<file path="src/design/sehc_pkg.sv">
// Package of constants and carrier types for the serial memory pause control block.
package sehc_pkg;

  // ****************************************
  // Timing and widths
  // ****************************************
  localparam int unsigned SEHC_CLK_HZ = 25000000;
  // Power-on guard time in ns, counted after the synchronous reset is released.
  localparam int unsigned SEHC_POR_NS = 1000;
  localparam int unsigned SEHC_POR_CYC = (SEHC_POR_NS * (SEHC_CLK_HZ / 1000000) + 999) / 1000;
  localparam int unsigned SEHC_POR_W = 6;
  localparam logic [SEHC_POR_W-1:0] SEHC_POR_LAST = SEHC_POR_CYC[SEHC_POR_W-1:0] - 6'h01;
  localparam logic [2:0] SEHC_BIT_RST = 3'h0;
  localparam logic [7:0] SEHC_BYTE_RST = 8'h00;
  localparam logic [7:0] SEHC_SHIFT_RST = 8'h00;

  // ****************************************
  // Types
  // ****************************************
  // Pin levels, before and after synchronisation.
  typedef struct packed {
    logic sclk;
    logic sel_n;
    logic pause_n;
    logic sdi;
  } sehc_pins_t;

  // Serial position kept across a pause.
  typedef struct packed {
    logic [2:0] bit_cnt;
    logic [7:0] byte_cnt;
    logic [7:0] shift;
  } sehc_pos_t;

  // Interface state machine, Gray coded along the usual path.
  typedef enum logic [1:0] {
    SEHC_ST_POR = 2'b00,
    SEHC_ST_IDLE = 2'b01,
    SEHC_ST_ACTIVE = 2'b11,
    SEHC_ST_PAUSED = 2'b10
  } sehc_state_t;

endpackage : sehc_pkg

</file>
<file path="src/design/sehc_sync.sv">
// Two flip-flop synchroniser for the serial interface pins.
`timescale 1ns/10ps
`default_nettype none
module sehc_sync
  import sehc_pkg::*;
(
  input wire logic clk,
  input wire logic srst,
  input wire sehc_pins_t pins_async,
  output sehc_pins_t pins_sync
);

  sehc_pins_t meta_reg;
  sehc_pins_t sync_reg;

  // Idle pin levels are deselected, not paused, clock low.
  localparam sehc_pins_t SEHC_PINS_IDLE = '{sclk: 1'b0, sel_n: 1'b1, pause_n: 1'b1, sdi: 1'b0};

  // First stage feeds only the second stage.
  always_ff @(posedge clk) begin
    if (srst) begin
      meta_reg <= SEHC_PINS_IDLE;
      sync_reg <= SEHC_PINS_IDLE;
    end else begin
      meta_reg <= pins_async;
      sync_reg <= meta_reg;
    end
  end

  assign pins_sync = sync_reg;

endmodule : sehc_sync
`default_nettype wire

</file>
<file path="src/design/sehc_top.sv">
// Pause control of the serial interface of a small serial memory, device side.
`timescale 1ns/10ps
`default_nettype none
module sehc_top
  import sehc_pkg::*;
(
  input wire logic clk,
  input wire logic srst,
  input wire logic sclk,
  input wire logic sel_n,
  input wire logic pause_n,
  input wire logic sdi,
  input wire logic sdo_data,
  input wire logic sdo_req,
  input wire logic write_busy,
  output logic sdo_o,
  output logic sdo_oe,
  output logic bit_strobe,
  output logic [7:0] rx_byte,
  output logic byte_strobe,
  output logic [7:0] byte_count,
  output logic paused,
  output logic if_ready,
  output logic abort_pulse
);

  // ****************************************
  // Pin synchronisation
  // ****************************************
  sehc_pins_t pins_async;
  sehc_pins_t pins;

  assign pins_async = '{sclk: sclk, sel_n: sel_n, pause_n: pause_n, sdi: sdi};

  sehc_sync u_sync (
    .clk(clk),
    .srst(srst),
    .pins_async(pins_async),
    .pins_sync(pins)
  );

  // ****************************************
  // Edge detection and decode
  // ****************************************
  logic sclk_d_reg;
  logic sel_n_d_reg;
  sehc_state_t state_reg;
  sehc_state_t state_next;
  sehc_pos_t pos_reg;
  sehc_pos_t pos_next;
  logic [SEHC_POR_W-1:0] por_cnt_reg;
  logic sdo_o_reg;
  logic sdo_oe_reg;
  logic bit_strobe_reg;
  logic byte_strobe_reg;
  logic [7:0] rx_byte_reg;
  logic abort_reg;
  logic paused_reg;

  // Previous samples used to find edges of the serial clock and the select line.
  always_ff @(posedge clk) begin
    if (srst) begin
      sclk_d_reg <= 1'b0;
      sel_n_d_reg <= 1'b1;
    end else begin
      sclk_d_reg <= pins.sclk;
      sel_n_d_reg <= pins.sel_n;
    end
  end

  wire sclk_rise = pins.sclk & ~sclk_d_reg;
  wire sclk_fall = ~pins.sclk & sclk_d_reg;
  wire selected = ~pins.sel_n;
  // A pause change is honoured only with the clock low, or at a falling edge.
  wire clk_low_now = ~pins.sclk;
  wire want_pause = ~pins.pause_n & clk_low_now;
  wire want_resume = pins.pause_n & clk_low_now;
  wire por_done = (por_cnt_reg == SEHC_POR_LAST);
  wire shift_in = (state_reg == SEHC_ST_ACTIVE) & sclk_rise & ~want_pause;
  wire shift_out = (state_reg == SEHC_ST_ACTIVE) & sclk_fall & ~want_pause;
  wire byte_done = shift_in & (pos_reg.bit_cnt == 3'h7);

  // ****************************************
  // Power-on guard
  // ****************************************
  // Counts out the guard time; select activity before it ends is ignored.
  always_ff @(posedge clk) begin
    if (srst) begin
      por_cnt_reg <= '0;
    end else if (!por_done) begin
      por_cnt_reg <= por_cnt_reg + 6'h01;
    end
  end

  // ****************************************
  // Interface state machine
  // ****************************************
  // Next state: selection opens a frame, pause freezes it, deselect closes it.
  always_comb begin
    state_next = state_reg;
    case (state_reg)
      SEHC_ST_POR: begin
        // Leave the guard only with the device deselected, so no glitch starts a frame.
        if (por_done && pins.sel_n) begin
          state_next = SEHC_ST_IDLE;
        end
      end
      SEHC_ST_IDLE: begin
        // Only a fresh select falling edge opens a frame; pause is ignored here.
        if (selected && sel_n_d_reg) begin
          state_next = SEHC_ST_ACTIVE;
        end
      end
      SEHC_ST_ACTIVE: begin
        if (!selected) begin
          state_next = SEHC_ST_IDLE;
        end else if (want_pause) begin
          state_next = SEHC_ST_PAUSED;
        end
      end
      SEHC_ST_PAUSED: begin
        if (!selected) begin
          state_next = SEHC_ST_IDLE;
        end else if (want_resume) begin
          state_next = SEHC_ST_ACTIVE;
        end
      end
      default: begin
        state_next = SEHC_ST_POR;
      end
    endcase
  end

  always_ff @(posedge clk) begin
    if (srst) begin
      state_reg <= SEHC_ST_POR;
    end else begin
      state_reg <= state_next;
    end
  end

  // ****************************************
  // Serial position
  // ****************************************
  // Position advances only on clock edges while active; a pause holds it.
  always_comb begin
    pos_next = pos_reg;
    if (state_next == SEHC_ST_IDLE || state_next == SEHC_ST_POR) begin
      pos_next = '{bit_cnt: SEHC_BIT_RST, byte_cnt: SEHC_BYTE_RST, shift: SEHC_SHIFT_RST};
    end else if (shift_in) begin
      pos_next.shift = {pos_reg.shift[6:0], pins.sdi};
      pos_next.bit_cnt = pos_reg.bit_cnt + 3'h1;
      if (pos_reg.bit_cnt == 3'h7) begin
        pos_next.byte_cnt = pos_reg.byte_cnt + 8'h01;
      end
    end
  end

  always_ff @(posedge clk) begin
    if (srst) begin
      pos_reg <= '{bit_cnt: SEHC_BIT_RST, byte_cnt: SEHC_BYTE_RST, shift: SEHC_SHIFT_RST};
    end else begin
      pos_reg <= pos_next;
    end
  end

  // ****************************************
  // Output stage and status
  // ****************************************
  // Serial output changes on falling clock edges and on entry to the active state, and is released during a pause.
  // The write engine's busy flag is only observed, never driven, from here.
  always_ff @(posedge clk) begin
    if (srst) begin
      sdo_o_reg <= 1'b0;
      sdo_oe_reg <= 1'b0;
      bit_strobe_reg <= 1'b0;
      byte_strobe_reg <= 1'b0;
      rx_byte_reg <= 8'h00;
      abort_reg <= 1'b0;
      paused_reg <= 1'b0;
    end else begin
      if (state_next != SEHC_ST_ACTIVE) begin
        sdo_oe_reg <= 1'b0;
      end else if (shift_out || state_reg != SEHC_ST_ACTIVE) begin
        sdo_o_reg <= sdo_data;
        sdo_oe_reg <= sdo_req;
      end
      bit_strobe_reg <= shift_in;
      byte_strobe_reg <= byte_done;
      if (byte_done) begin
        rx_byte_reg <= {pos_reg.shift[6:0], pins.sdi};
      end
      // Abort flags a frame deselected while paused; none is flagged while the write engine is busy.
      abort_reg <= (state_reg == SEHC_ST_PAUSED) & ~selected & ~write_busy;
      paused_reg <= (state_next == SEHC_ST_PAUSED);
    end
  end

  assign sdo_o = sdo_o_reg;
  assign sdo_oe = sdo_oe_reg;
  assign bit_strobe = bit_strobe_reg;
  assign byte_strobe = byte_strobe_reg;
  assign rx_byte = rx_byte_reg;
  assign byte_count = pos_reg.byte_cnt;
  assign paused = paused_reg;
  assign if_ready = state_reg[0];
  assign abort_pulse = abort_reg;

endmodule : sehc_top
`default_nettype wire

</file>
<file path="config.mk">
export PLATFORM = sky130hd
export DESIGN_NAME = sehc_top
export DESIGN_NICKNAME = d
export VERILOG_FILES = /design/src/design/sehc_pkg.sv /design/src/design/sehc_sync.sv /design/src/design/sehc_top.sv
export SDC_FILE = /design/constraint.sdc
export NUM_CORES = 1
export LEC_CHECK = 0
export BUFFER_PORTS_ARGS = -buffer_cell sky130_fd_sc_hd__buf_2
export CAP_MARGIN = 20
export CORE_MARGIN = 2
export CORE_UTILIZATION = 50
export CTS_CLUSTER_SIZE = 12
export DETAILED_ROUTE_END_ITERATION = 8
export HOLD_SLACK_MARGIN = 0.03
export PLACE_DENSITY = 0.69
export SYNTH_ARGS = -nofsm -noshare
export SYNTH_HDL_FRONTEND = slang
export SYNTH_SLANG_ARGS = --single-unit
</file>
<file path="constraint.sdc">
create_clock -name clk -period 4.1 [get_ports clk]
set_input_delay 0.41 -clock clk [delete_from_list [all_inputs] [get_ports clk]]
set_output_delay 0.41 -clock clk [all_outputs]
set_load 0.05 [all_outputs]
</file>
* Yosys cells after proc, flatten, opt, wreduce, memory -nomap -nowiden
Index checks and enable logic that the tools add are counted.
Operators by class: $add $sub $neg 3, reductions and logical operators 10, mux-type cells 7, bitwise gates (word level) 18, equal/unequal tests 9
Operator list (number):
- 2-bit two-way mux | 6
- 1-bit AND | 11
- 8-bit by 1-bit adder with 8-bit output (second input constant) | 1
- 2-bit one-hot mux with 4 select lines | 1
- 1-bit inverter | 7
- 6-bit by 1-bit adder with 6-bit output (second input constant) | 1
- 2-bit equality test (second input constant) | 3
- 6-bit by 5-bit equality test with 1-bit output (second input constant) | 1
- 2-bit by 1-bit equality test with 1-bit output (second input constant) | 2
- 2-bit logical NOT | 2
- 2-bit != test (second input constant) | 2
- 2-bit AND reduction | 2
- 2-bit OR reduction | 2
- 3-bit by 1-bit adder with 3-bit output (second input constant) | 1
- 3-bit equality test (second input constant) | 1
- 1-bit logical AND | 2
- 1-bit logical OR | 2
Word-level totals: register bits after elaboration 50, logic and storage cells 69, input port bits 9, output and inout bits 23

* Longest topological paths before layout
Gate-level depths: netlist of run 1.
depth in word-level cells 8, mapped depth 7, mapped depth without buffers 5

* Cells and area by module
A second synthesis of run 1 with hierarchy kept.
Second synthesis, totals: cell total of the unflattened synthesis 211, area total of the unflattened synthesis 1934.4 um2
Modules (own cells, without submodules):
- sehc_top | instances 1, cells an instance 195, area each 1724.2 um2, seq. area each 840.8 um2
- sehc_sync | instances 1, cells an instance 16, area each 210.2 um2, seq. area each 160.2 um2

* Least setup slack after synthesis of run 1
Ideal clock, no wire load.
kind reg2reg, start register state_reg[0], end register pos_reg (netlist bit byte_count[7]), data arrival time 1.815 ns, buffers on the path 2, path slack 2.226 ns, library setup time 0.059 ns, required time 4.041 ns, cell stages (with the launch flop) 7, period minus slack after synthesis 1.874 ns, cell sequence dfxtp_1 -> buf_4 -> and4b_1 -> buf_4 -> nand4_4 -> or4_1 -> nand2_1
On the way: cells in the longest elaborated chain, start to end 6, elaborated cells between the ends (all ways) 18, those cells by class 4 x eq/ne; 7 x mux; 2 x bitwise; 5 x reduce/logical
RTL lines:
- from (decl) | RTL line sehc_top.sv:47 | sehc_state_t state_reg;
- from (signal assigned) | RTL line sehc_top.sv:138 | state_reg <= state_next;
- 2-bit two-way mux, on equally long branches | RTL line sehc_top.sv:124, sehc_top.sv:117
- 2-bit two-way mux, on equally long branches | RTL line sehc_top.sv:122, sehc_top.sv:115
- 2-bit one-hot mux with 4 select lines | RTL line sehc_top.sv:101 | case (state_reg)
- 2-bit by 1-bit equality test with 1-bit output or 2-bit logical NOT (tied branches) | RTL line sehc_top.sv:148 | if (state_next == SEHC_ST_IDLE || state_next == SEHC_ST_POR) begin
- 1-bit logical OR | RTL line sehc_top.sv:148
- 2-bit OR reduction (no source line)
- to (signal assigned) | RTL line sehc_top.sv:161 | pos_reg <= '{bit_cnt: SEHC_BIT_RST, byte_cnt: SEHC_BYTE_RST, shift: SEHC_SHIFT_RST};
- to (signal assigned) | RTL line sehc_top.sv:163 | pos_reg <= pos_next;
- to (decl) | RTL line sehc_top.sv:49 | sehc_pos_t pos_reg;
Several ways; a longest one is shown, not always the timed one. A chain may end at the register's enable or synchronous reset.

* Worst setup path after layout of run 1
Same ends and word-level chain as after synthesis.

==> reports/qor_table.md, run 1 <==
| Metric | This run | Unit |
|:---|:---|:---|
| Minimum period implied by the final worst setup slack | 1.980 | ns |
| Initial cell density of the core | 52.34 | % |
| Largest register FFs | 10 | - |
| Average wire per standard cell | 11.47 | µm |
| Clock tree from TritonCTS | done | - |
| Number of synthesized flops with an enable pin | 0 | - |
| Global-route wire length before repair | 5.216 | mm |
| Pre-CTS worst setup slack | 2.013 | ns |
| Area taken by multi-input logic gates | 807.0 | µm² |
| Fraction of final layout cells sized beyond drive strength 1 | 19.40 | % |
| Yosys synthesis warning count | 0 | - |
| Transition time at the pin with the least slew margin | 0.6448 | ns |
| Worst path required time | 4.35 | ns |
| Post-synthesis cell type count | 35 | - |
| Primary FF master, synth | sky130_fd_sc_hd__dfxtp_1 | - |
| Setup Buffers After CTS | 0 | - |
| Total of cells resized after clock tree synthesis | 0 | - |
| Clock-pin transition on the worst setup and hold timing paths | 0.08 | ns |
| Reg2reg end | byte_count[7]$_SDFFE_PP0P_ | - |
| Row count | 22 | - |
| Tightest Hold Check Type | in -> reg | - |
| Post-Synthesis Cells | 211 | - |
| Worst-path maximum fanout | 16 | - |
| Clock buffers created by TritonCTS | 5 | - |
| Drc violations | 0 | - |
| Post-route design area | 2126 | µm² |
| Post-synthesis instance area | 1931 | µm² |
| Area Overhead vs Synth | 10.11 | % |
| Start-to-end type of the worst setup path | reg -> reg | - |
| Status | complete, no violations | - |
| Leakage power figure | 0.8498 | nW |
| Worst slew slack as a fraction of its limit | 56.98 | % |
| Clock sink count | 50 | - |
| Flip-flop and latch count after synthesis | 50 | - |
| Worst R2R Setup Slack | 2.12 | ns |
| Top cell type's share of synthesized area | 51.85 | % |
| Startpoint of the worst-slack reg-to-reg timing path | state_reg[0]$_SDFF_PP0_ | - |
| Overall Global Routing Usage | 15.94 | % |
| Top cells by area, synth | sky130_fd_sc_hd__dfxtp_1 52%, sky130_fd_sc_hd__nand2_1 8.0%, sky130_fd_sc_hd__a21oi_1 5.4% | - |
| Crit. Startpoint | state_reg[0]$_SDFF_PP0_ | - |
| Max clock buf depth | 2 | - |
| Fraction of power spent switching nets | 20.78 | % |
| Post-route setup slack | 2.120 | ns |
| CTS H-tree lvls | 2 | - |
| DRT Pass-1 Iters | 4 | - |
| Post-synthesis async set-or-reset flop share | 0 | % |
| IO Pins | 32 | - |
| Die area | 4375 | µm² |
| Final setup violating endpoints | 0 | - |
| Clock power frac | 35.9 | % |
| Sequential share of power | 61.6 | % |
| Total power after layout | 0.8064 | mW |
| DRT Wirelength | 3.211 | mm |
| Seq/Total Area, Yosys | 51.85 | % |
| WP data arrival | 2.23 | ns |
| Input/output buffers | 31 | - |
| Fin Setup TNS | 0 | ns |
| Area taken by flip-flops and latches | 1001 | µm² |
| Critical path capture point | byte_count[7]$_SDFFE_PP0P_ | - |
| Floorplan Core Area | 3689 | µm² |
| Power density cells | 379.3 | nW/µm² |
| Count of routing violations after the opening detailed-route iteration | 58 | - |
| Root buffer cell | sky130_fd_sc_hd__clkbuf_8 | - |
| Number of buffers inserted for hold repair after clock tree synthesis | 0 | - |
| Length in cells of the worst reg-to-reg path | 4 | - |
| Startpoint class of the critical path | flop | - |
| Switching pwr | 0.1676 | mW |
| Max Fclk | 505.2 | MHz |
| Post-DP Area | 2034 | µm² |
| VDD IR max | 0.0002219 | V |
| Post-layout nets | 245 | - |
| Initial antenna violation count | 0 | - |
| Share of the clock period used by the worst path | 48.28 | % |
| Via count of the first global-routing pass | 1168 | - |
| Library cell with the largest summed area after synthesis | sky130_fd_sc_hd__dfxtp_1 | - |
| Internal power | 0.6388 | mW |
| Combinational cell fraction of total power | 2.5 | % |
| Placer Congestion | 0.7099 | - |
| Critical path capture point type | flop | - |
| Post-route clock skew | 0.006792 | ns |
| Max capacitance violation total | 0 | - |
| RSZ-0062 raised after global routing | false | - |
| Horizontal die dimension | 66.14 | µm |
| Diode count | 0 | - |
| Largest net degree at the start of global routing | 32 | - |
| Synth Net Count | 225 | - |
| Mean instance size in the synthesized netlist | 9.150 | µm² |
| Final-report hold violation count | 0 | - |
| Final slew viol count | 0 | - |
| Chip height | 66.14 | µm |
| Worst skew pair latency | 0.30 | ns |
| Via count | 1389 | - |
| Number of fill cells in the layout | 365 | - |
| DP HPWL | 2.197 | mm |
| Per-cell via count in the routed design | 4.961 | - |
| Total gr overflow | 0 | - |
| Number of nets with antenna violations after routing | 0 | - |
metal layers:
layer | part of all wire (%) | global-route usage [%] | vias up
li1 | - | - | 734
met1 | 49 | 20.67 | 618
met2 | 44 | 23.50 | 33
met3 | 5.6 | 5.792 | 4
met4 | 1.3 | 7.398 | 0
met5 | 0 | 0 | -
critical path, stage by stage, from the launching register on:
cell and delay [ns]:
sky130_fd_sc_hd__dfxtp_1 0.50, sky130_fd_sc_hd__and4b_1 0.67, sky130_fd_sc_hd__nand4_4 0.19, sky130_fd_sc_hd__or4_1 0.49, sky130_fd_sc_hd__nand2_1 0.07
metrics by stage:
stage,hold WS (ns),cells,utilization [%]
after detailed placement,0.3983,272,55.16
after global placement,0.3985,272,55.16
final,0.2852,280,57.63
after floorplan,0.3895,211,-
after global routing,0.2603,280,57.63
after CTS,0.2703,280,57.63
cells in the final DEF (no fill, tap or decap):
cell type,n
sky130_fd_sc_hd__xnor2_1,5
sky130_fd_sc_hd__or3_1,3
sky130_fd_sc_hd__mux2i_1,3
sky130_fd_sc_hd__nand4_1,1
sky130_fd_sc_hd__clkinv_2,1
sky130_fd_sc_hd__clkbuf_1,1
sky130_fd_sc_hd__o311ai_0,1
sky130_fd_sc_hd__a311oi_1,1
sky130_fd_sc_hd__and4b_1,1
sky130_fd_sc_hd__nor3_1,4
sky130_fd_sc_hd__xor2_1,5
sky130_fd_sc_hd__nor2_1,14
sky130_fd_sc_hd__nand3_1,7
sky130_fd_sc_hd__nand4_4,1
sky130_fd_sc_hd__nor4b_1,1
sky130_fd_sc_hd__o211ai_1,1
sky130_fd_sc_hd__a211oi_1,1
sky130_fd_sc_hd__buf_2,31
sky130_fd_sc_hd__or2_2,5
sky130_fd_sc_hd__clkbuf_8,6
sky130_fd_sc_hd__nor2b_1,5
sky130_fd_sc_hd__nand4b_1,1
sky130_fd_sc_hd__or4_1,1
sky130_fd_sc_hd__and2_1,3
sky130_fd_sc_hd__nor4b_2,1
sky130_fd_sc_hd__o21ai_0,2
sky130_fd_sc_hd__nand2_1,41
sky130_fd_sc_hd__and3_1,1
sky130_fd_sc_hd__o31ai_1,1
sky130_fd_sc_hd__ha_1,5
sky130_fd_sc_hd__dfxtp_1,50
sky130_fd_sc_hd__a21oi_1,21
sky130_fd_sc_hd__inv_1,3
sky130_fd_sc_hd__nand3b_1,1
sky130_fd_sc_hd__nor4_1,1
sky130_fd_sc_hd__nand2b_1,2
cell type report:
| class | instances | share of cell area (%) |
|---|---|---|
| Clock buffer | 7 | 4.061 |
| Tap cell | 48 | 2.825 |
| Multi-Input combinational cell | 140 | 37.96 |
| Clock inverter | 1 | 0.2354 |
| Timing Repair Buffer | 31 | 7.298 |
| Sequential cell | 50 | 47.09 |
| Inverter | 3 | 0.5297 |
power by group through the flow:
stage	Clock (mW)	Sequential, mW	Combinational (mW)
global route	0.321	0.498	0.0228
detailed placement	0	0.508	0.0206
CTS	0.296	0.497	0.0207
floorplan	0	0.507	0.0146
finish	0.289	0.497	0.0204
global placement	0	0.508	0.0198
Yosys cell counts, drive strengths merged (2+ instances only):
| cell type | instances |
|---|---|
| nand2b | 2 |
| xnor2 | 5 |
| nor2 | 14 |
| clkbuf | 5 |
| or2 | 5 |
| nor3 | 4 |
| and2 | 3 |
| ha | 5 |
| buf | 13 |
| o21ai | 2 |
| dfxtp | 50 |
| xor2 | 5 |
| mux2i | 3 |
| nor2b | 5 |
| nor4b | 2 |
| nand4 | 2 |
| nand3 | 7 |
| or3 | 3 |
| inv | 3 |
| nand2 | 41 |
| a21oi | 21 |
how the worst min path moves through the flow:
stage,slack (ns),start,cells past startpoint,end
floorplan,0.39,u_sync.meta_reg[1]$_SDFF_PP1_,1,u_sync.pins_sync[1]$_SDFF_PP1_
global placement,0.40,u_sync.meta_reg[1]$_SDFF_PP1_,1,u_sync.pins_sync[1]$_SDFF_PP1_
detailed placement,0.40,u_sync.meta_reg[1]$_SDFF_PP1_,1,u_sync.pins_sync[1]$_SDFF_PP1_
CTS,0.27,write_busy,2,abort_pulse$_SDFF_PP0_
global route,0.26,write_busy,2,abort_pulse$_SDFF_PP0_
finish,0.29,write_busy,2,abort_pulse$_SDFF_PP0_
cell families (layout without fill, tap and decap cells):
| group | count (synthesis) | count (layout) | synth area share, % |
|---|---|---|---|
| AO/OA/AOI/OAI | 28 | 28 | 8.037 |
| AND/OR/NAND/NOR | 94 | 94 | 24.43 |
| flip-flops | 50 | 50 | 51.85 |
| buffers and inverters | 21 | 42 | 6.351 |
| XOR/XNOR | 10 | 10 | 4.536 |
| multiplexers | 3 | 3 | 1.555 |
| adder cells (fa/ha/maj) | 5 | 5 | 3.240 |
(Power assumes the default switching activity.)
==> run 2: changes to the inputs <==
--- a/config.mk
+++ b/config.mk
@@ -8,11 +8,11 @@
 export BUFFER_PORTS_ARGS = -buffer_cell sky130_fd_sc_hd__buf_2
 export CAP_MARGIN = 20
 export CORE_MARGIN = 2
-export CORE_UTILIZATION = 50
+export CORE_UTILIZATION = 49
 export CTS_CLUSTER_SIZE = 12
 export DETAILED_ROUTE_END_ITERATION = 8
 export HOLD_SLACK_MARGIN = 0.03
-export PLACE_DENSITY = 0.69
+export PLACE_DENSITY = 0.71
 export SYNTH_ARGS = -nofsm -noshare
 export SYNTH_HDL_FRONTEND = slang
 export SYNTH_SLANG_ARGS = --single-unit
==> constraint.sdc (replaced) <==
create_clock -name clk -period 1.6 [get_ports clk]
set_input_delay 0.16 -clock clk [delete_from_list [all_inputs] [get_ports clk]]
set_output_delay 0.16 -clock clk [all_outputs]
set_load 0.05 [all_outputs]
==> reports/qor_table.md, run 2 (synthesized netlist as in run 1, its figures left out) <==
| Metric | This run | Unit | vs previous |
|:---|:---|:---|:---|
| Post-route clock skew | 0.005652 | ns | -0.001140 ns |
| Global-route wire length before repair | 5.906 | mm | +13% |
| Startpoint class of the critical path | flop | - |  |
| Max capacitance violation total | 0 | - | unchanged |
| Clock-pin transition on the worst setup and hold timing paths | 0.08 | ns | about the same |
| Critical path capture point type | flop | - |  |
| Transition time at the pin with the least slew margin | 0.4450 | ns | -0.1998 ns |
| Share of the clock period used by the worst path | 93.39 | % | +45 points |
| Fraction of power spent switching nets | 19.70 | % | -1.1 points |
| Sequential share of power | 58.0 | % | -3.6 points |
| Most frequent cells in the layout | 49 x sky130_fd_sc_hd__dfxtp_1, 40 x sky130_fd_sc_hd__nand2_1, 31 x sky130_fd_sc_hd__buf_2 | - |  |
| Worst path required time | 1.85 | ns | -2.50 ns |
| Root buffer cell | sky130_fd_sc_hd__clkbuf_8 | - |  |
| Count of buffer and inverter cells on the critical path | 0 | - | unchanged |
| Area Overhead vs Synth | 15.62 | % |  |
| Fin Setup TNS | 0 | ns | unchanged |
| Chip height | 66.77 | µm | +0.95% |
| Worst skew pair latency | 0.30 | ns | about the same |
| Max Fclk | 669.2 | MHz | +32% |
| Via count of the first global-routing pass | 1368 | - | +17% |
| Via count | 1428 | - | +2.8% |
| Row count | 22 | - | unchanged |
| Clock buffers created by TritonCTS | 5 | - | unchanged |
| Drc violations | 0 | - | unchanged |
| Count of routing violations after the opening detailed-route iteration | 43 | - | -26% |
| WP data arrival | 1.74 | ns | -0.49 ns |
| Overall Global Routing Usage | 17.68 | % | +1.7 points |
| Initial antenna violation count | 0 | - | unchanged |
| Largest register FFs | 10 | - | unchanged |
| Minimum period implied by the final worst setup slack | 1.494 | ns | -0.4853 ns |
| Final-report hold violation count | 0 | - | unchanged |
| Final setup violating endpoints | 0 | - | unchanged |
| Number of nets with antenna violations after routing | 0 | - | unchanged |
| Clock tree from TritonCTS | done | - |  |
| VDD IR max | 0.0005379 | V | +140% |
| Internal power | 1.759 | mW | +180% |
| Floorplan Core Area | 3716 | µm² | +0.75% |
| Total gr overflow | 0 | - | unchanged |
| Top Family by Delay on Critical Path | simple AND/OR/NAND/NOR gates | - |  |
| Input/output buffers | 31 | - | unchanged |
| Start-to-end type of the worst setup path | reg -> reg | - |  |
| Max clock buf depth | 2 | - | unchanged |
| Largest net degree at the start of global routing | 31 | - | -3.1% |
| Horizontal die dimension | 66.77 | µm | +0.95% |
| Setup Buffers After CTS | 0 | - | unchanged |
| Reg2reg end | byte_count[7]$_SDFFE_PP0P_ | - |  |
| CTS H-tree lvls | 2 | - | unchanged |
| IO Pins | 32 | - | unchanged |
| Leading cell type in the layout, fill and taps excluded | sky130_fd_sc_hd__dfxtp_1 | - |  |
| Worst-path maximum fanout | 6 | - | -10 |
| Length in cells of the worst reg-to-reg path | 4 | - | unchanged |
| Post-layout nets | 253 | - | +3.3% |
| Placer Congestion | 0.7445 | - | +4.9% |
| Clock sink count | 50 | - | unchanged |
| Start point of the worst hold path | sel_n | - |  |
| WHS Endpoint | u_sync.meta_reg[2]$_SDFF_PP1_ | - |  |
| Initial cell density of the core | 51.95 | % | -0.39 points |
| Worst slew slack as a fraction of its limit | 70.17 | % | +13 points |
| Critical path's slowest cell | sky130_fd_sc_hd__or4_1 | - |  |
| Combinational cell fraction of total power | 2.7 | % | +0.2 points |
| Per-cell via count in the routed design | 4.958 | - | about the same |
| Worst R2R Setup Slack | 0.11 | ns | -2.01 ns |
| Die area | 4458 | µm² | +1.9% |
| Average wire per standard cell | 11.55 | µm | +0.73% |
| Fraction of final layout cells sized beyond drive strength 1 | 22.92 | % | +3.5 points |
| Switching pwr | 0.4316 | mW | +160% |
| Hold-critical path depth | 2 | - | unchanged |
| Diode count | 0 | - | unchanged |
| DRT Pass-1 Iters | 4 | - | unchanged |
| Startpoint of the worst-slack reg-to-reg timing path | state_reg[1]$_SDFF_PP0_ | - |  |
| Biggest cell delay along the critical path | 0.48 | ns | -0.19 ns |
| Sequence of cells on the critical path | and4b_2 > nand4_4 > or4_1 > nand2_1 | - |  |
| Status | complete, no violations | - |  |
| Power density cells | 981.5 | nW/µm² | +160% |
| DRT Wirelength | 3.327 | mm | +3.6% |
| Final slew viol count | 0 | - | unchanged |
| Worst slack on hold paths | 0.03943 | ns | -0.2458 ns |
| Number of fill cells in the layout | 365 | - | unchanged |
| Crit. Startpoint | state_reg[1]$_SDFF_PP0_ | - |  |
| DP HPWL | 2.316 | mm | +5.4% |
| RSZ-0062 raised after global routing | false | - |  |
| Tightest Hold Check Type | in -> reg | - |  |
| Leakage power figure | 0.8963 | nW | +5.5% |
| Clock power frac | 39.3 | % | +3.4 points |
## run 2: cell count changes in the layout (fill, tap and decap cells not counted), sizes merged
cell	delta
dlygate4sd3	+1
buf	+7
bufinv	+1
clkinv	-1
## run 2: how the worst max path moves through the flow
stage / end / slack (ns) / depth (start not counted)
finish: byte_count[7]$_SDFFE_PP0P_ / 0.11 / 4
global route: byte_count[5]$_SDFFE_PP0P_ / 0.01 / 4
CTS: byte_count[7]$_SDFFE_PP0P_ / 0.04 / 5
detailed placement: rx_byte[2]$_SDFFE_PP0P_ / 0.02 / 5
global placement: byte_count[7]$_SDFFE_PP0P_ / 0.08 / 5
floorplan: byte_count[7]$_SDFFE_PP0P_ / 0.01 / 6
## run 2: what timing repair did
item,CTS,global route
hold endpoints to repair,1,0
hold buffers,1,0
cloned,0,0
gates resized for setup,1,4
setup endpoints to repair,5,16
## run 2: through the flow
step / utilization, % / worst slack, ns / total power [mW] / instance area (µm²) / instances
2_1_floorplan: - / 0.01101 / 1.335 / 1938 / 211
3_3_place_gp: 56.26 / 0.08435 / 1.355 / 2091 / 279
3_5_place_dp: 56.26 / 0.01691 / 1.357 / 2091 / 279
4_1_cts: 59.43 / 0.04406 / 2.207 / 2208 / 288
5_1_grt: 60.07 / 0.01170 / 2.280 / 2232 / 288
6_report: 60.07 / 0.1057 / 2.191 / 2232 / 288
## run 2: final cells by class
type	count	area, µm²	area share (%)
Timing Repair Buffer	39	217.7	9.753
Multi-Input combinational cell	140	832.0	37.28
Clock buffer	7	76.32	3.419
Inverter	3	11.26	0.5045
Tap cell	48	60.06	2.691
Clock inverter	1	30.03	1.345
Sequential cell	50	1005	45.01
## run 2: layer usage
layer / vias to the layer above / global-route usage [%] / wire [µm]
met5: - / 0 / 0
met4: 0 / 9.184 / 76
met2: 25 / 29.13 / 1540
met1: 647 / 21.29 / 1563
li1: 749 / - / -
met3: 7 / 4.223 / 146
## run 2: power groups by stage
| stage | logic (mW) | clock network, mW | registers (mW) |
|---|---|---|---|
| final | 0.0595 | 0.860 | 1.27 |
| after global routing | 0.0687 | 0.938 | 1.27 |
| after CTS | 0.0589 | 0.877 | 1.27 |
| after detailed placement | 0.0569 | 0 | 1.30 |
| after global placement | 0.0559 | 0 | 1.30 |
| after floorplan | 0.0374 | 0 | 1.30 |
==> run 3: changes to the inputs <==
--- a/config.mk
+++ b/config.mk
@@ -8,11 +8,11 @@
 export BUFFER_PORTS_ARGS = -buffer_cell sky130_fd_sc_hd__buf_2
 export CAP_MARGIN = 20
 export CORE_MARGIN = 2
-export CORE_UTILIZATION = 49
+export CORE_UTILIZATION = 50
 export CTS_CLUSTER_SIZE = 12
 export DETAILED_ROUTE_END_ITERATION = 8
 export HOLD_SLACK_MARGIN = 0.03
-export PLACE_DENSITY = 0.71
+export PLACE_DENSITY = 0.69
 export SYNTH_ARGS = -nofsm -noshare
 export SYNTH_HDL_FRONTEND = slang
 export SYNTH_SLANG_ARGS = --single-unit
==> constraint.sdc (replaced) <==
create_clock -name clk -period 1.5 [get_ports clk]
set_input_delay 0.15 -clock clk [delete_from_list [all_inputs] [get_ports clk]]
set_output_delay 0.15 -clock clk [all_outputs]
set_load 0.05 [all_outputs]
==> reports/qor_table.md, run 3 (synthesized netlist as in run 1, its figures left out) <==
| Metric | This run | Unit | vs previous |
|:---|:---|:---|:---|
| Worst path required time | 1.75 | ns | -0.10 ns |
| Largest register FFs | 10 | - | unchanged |
| Clock power frac | 37.7 | % | -1.6 points |
| Post-route setup slack | 0.09511 | ns | -0.01059 ns |
| Number of nets with antenna violations after routing | 0 | - | unchanged |
| Final setup violating endpoints | 0 | - | unchanged |
| Sequential share of power | 59.2 | % | +1.2 points |
| Largest net degree at the start of global routing | 31 | - | unchanged |
| Transition time at the pin with the least slew margin | 0.3421 | ns | -0.1029 ns |
| Total power after layout | 2.290 | mW | +4.5% |
| Clock sink count | 50 | - | unchanged |
| Horizontal die dimension | 66.14 | µm | -0.94% |
| Setup Buffers After CTS | 0 | - | unchanged |
| Clock buffers created by TritonCTS | 5 | - | unchanged |
| Initial antenna violation count | 0 | - | unchanged |
| Leakage power figure | 0.9265 | nW | +3.4% |
| Max capacitance violation total | 0 | - | unchanged |
| Start-to-end type of the worst setup path | reg -> reg | - |  |
| Critical path capture point type | flop | - |  |
| Critical path capture point | byte_count[7]$_SDFFE_PP0P_ | - |  |
| Total gr overflow | 0 | - | unchanged |
| Area taken by multi-input logic gates | 842.1 | µm² | +1.2% |
| Tightest Hold Check Type | in -> reg | - |  |
| Combinational cell fraction of total power | 3.1 | % | +0.4 points |
| Input/output buffers | 31 | - | unchanged |
| Max clock buf depth | 2 | - | unchanged |
| Via count | 1455 | - | +1.9% |
| DRT Pass-1 Iters | 4 | - | unchanged |
| VDD IR max | 0.0005985 | V | +11% |
| Area taken by flip-flops and latches | 1010 | µm² | +0.50% |
| Worst-path maximum fanout | 6 | - | unchanged |
| Per-cell via count in the routed design | 4.932 | - | -0.53% |
| Drc violations | 0 | - | unchanged |
| IO Pins | 32 | - | unchanged |
| Post-route clock skew | 0.003533 | ns | -0.002119 ns |
| # placed instances | 284 | - | +1.8% |
| Fraction of power spent switching nets | 20.79 | % | +1.1 points |
| WP data arrival | 1.65 | ns | -0.09 ns |
| Reg2reg end | byte_count[7]$_SDFFE_PP0P_ | - |  |
| Share of the clock period used by the worst path | 93.66 | % | +0.27 points |
| Leading cell type in the layout, fill and taps excluded | sky130_fd_sc_hd__dfxtp_1 | - |  |
| Die area | 4375 | µm² | -1.9% |
| Switching pwr | 0.4759 | mW | +10% |
| Via count of the first global-routing pass | 1328 | - | -2.9% |
| Count of routing violations after the opening detailed-route iteration | 58 | - | +35% |
| Post-layout nets | 260 | - | +2.8% |
| Status | complete, no violations | - |  |
| Fraction of final layout cells sized beyond drive strength 1 | 27.13 | % | +4.2 points |
| Max Fclk | 711.8 | MHz | +6.4% |
| Worst skew pair latency | 0.30 | ns | about the same |
| Length in cells of the worst reg-to-reg path | 4 | - | unchanged |
| Internal power | 1.814 | mW | +3.1% |
| Worst R2R Setup Slack | 0.1 | ns | about the same |
| Initial cell density of the core | 52.34 | % | +0.39 points |
| Row count | 22 | - | unchanged |
| Clock-pin transition on the worst setup and hold timing paths | 0.09 | ns | about the same |
| Worst slew slack as a fraction of its limit | 76.83 | % | +6.7 points |
| Non-filler cells in the finished layout | 295 | - | +2.4% |
| Average wire per standard cell | 10.73 | µm | -7.1% |
| Final slew viol count | 0 | - | unchanged |
| Diode count | 0 | - | unchanged |
| Root buffer cell | sky130_fd_sc_hd__clkbuf_8 | - |  |
| Startpoint of the worst-slack reg-to-reg timing path | sclk_d_reg$_SDFF_PP0_ | - |  |
| Startpoint class of the critical path | flop | - |  |
| CTS H-tree lvls | 2 | - | unchanged |
| Number of fill cells in the layout | 343 | - | -6.0% |
| Floorplan Core Area | 3689 | µm² | -0.74% |
| Power density cells | 993.9 | nW/µm² | +1.3% |
| DP HPWL | 2.163 | mm | -6.6% |
| Most frequent cells in the layout | 45 x sky130_fd_sc_hd__dfxtp_1, 41 x sky130_fd_sc_hd__nand2_1, 31 x sky130_fd_sc_hd__buf_2 | - |  |
| DRT Wirelength | 3.165 | mm | -4.9% |
| Chip height | 66.14 | µm | -0.94% |
| Placer Congestion | 0.7464 | - | +0.26% |
| Worst slack on hold paths | 0.05844 | ns | +0.01901 ns |
| Minimum period implied by the final worst setup slack | 1.405 | ns | -0.08941 ns |
| Global-route wire length before repair | 5.568 | mm | -5.7% |
| RSZ-0062 raised after global routing | true | - |  |
| Final-report hold violation count | 0 | - | unchanged |
| Overall Global Routing Usage | 16.46 | % | -1.2 points |
| Area Overhead vs Synth | 19.31 | % |  |
| Clock tree from TritonCTS | done | - |  |
| Pre-CTS worst setup slack | 0.01538 | ns | -0.001532 ns |
| Crit. Startpoint | sclk_d_reg$_SDFF_PP0_ | - |  |
==> run 3: cell count changes in the layout (fill, tap and decap cells not counted), sizes merged <==
cell,previous run,this run
buf,38,43
bufinv,1,0
clkinvlp,0,1
dlygate4sd3,1,3
==> run 3: worst min-delay path by stage <==
stage / start / to / slack [ns] / cells past startpoint
after global routing: sdi / u_sync.meta_reg[0]$_SDFF_PP0_ / 0.06 / 2
after floorplan: write_busy / abort_pulse$_SDFF_PP0_ / 0.23 / 1
after CTS: sdi / u_sync.meta_reg[0]$_SDFF_PP0_ / 0.05 / 2
after detailed placement: write_busy / abort_pulse$_SDFF_PP0_ / 0.32 / 2
after global placement: write_busy / abort_pulse$_SDFF_PP0_ / 0.32 / 2
final: sdi / u_sync.meta_reg[0]$_SDFF_PP0_ / 0.06 / 2
==> run 3: layer usage <==
layer  part of all wire, %  wire length [µm]  global-route usage [%]
met1                    48              1510                   20.06
met4                   1.7                53                   6.122
met5                     0                 0                       0
met2                    47              1479                   27.50
met3                   3.9               123                   4.600
==> run 3: per-stage QoR <==
step	setup TNS, ns	instance area (µm²)	utilization (%)
final	0	2303	62.45
after global routing	0	2303	62.45
after CTS	0	2263	61.36
after detailed placement	0	2128	57.70
after global placement	0	2128	57.70
after floorplan	-0.08689	1942	-
==> run 3: area by class of cell <==
class / instances / area share, %
flip-flops and latches: 50 / 43.83
multi-input cells: 140 / 36.56
repair buffers: 46 / 11.95
clock buffers: 7 / 4.237
well taps: 48 / 2.607
inverters: 3 / 0.4889
clock inverters: 1 / 0.3259
==> run 3: timing repair <==
action | CTS | global route
pin swaps | 0 | 1
setup endpoints to repair | 1 | 17
resized for setup | 1 | 11
hold buffers | 3 | 0
endpoints found under the hold margin | 3 | 0
==> run 3: power by group through the flow <==
stage	clock network (mW)	registers (mW)	logic [mW]
global route	0.934	1.36	0.0820
finish	0.863	1.35	0.0718
global placement	0	1.38	0.0606
detailed placement	0	1.39	0.0625
CTS	0.885	1.35	0.0692
floorplan	0	1.38	0.0399
==> run 3: critical path, stage by stage (launching register included) <==
cell and delay, ns:
sky130_fd_sc_hd__dfxtp_1 0.32, sky130_fd_sc_hd__and4b_2 0.35, sky130_fd_sc_hd__nand4_4 0.13, sky130_fd_sc_hd__or4_1 0.48, sky130_fd_sc_hd__nand2_1 0.07
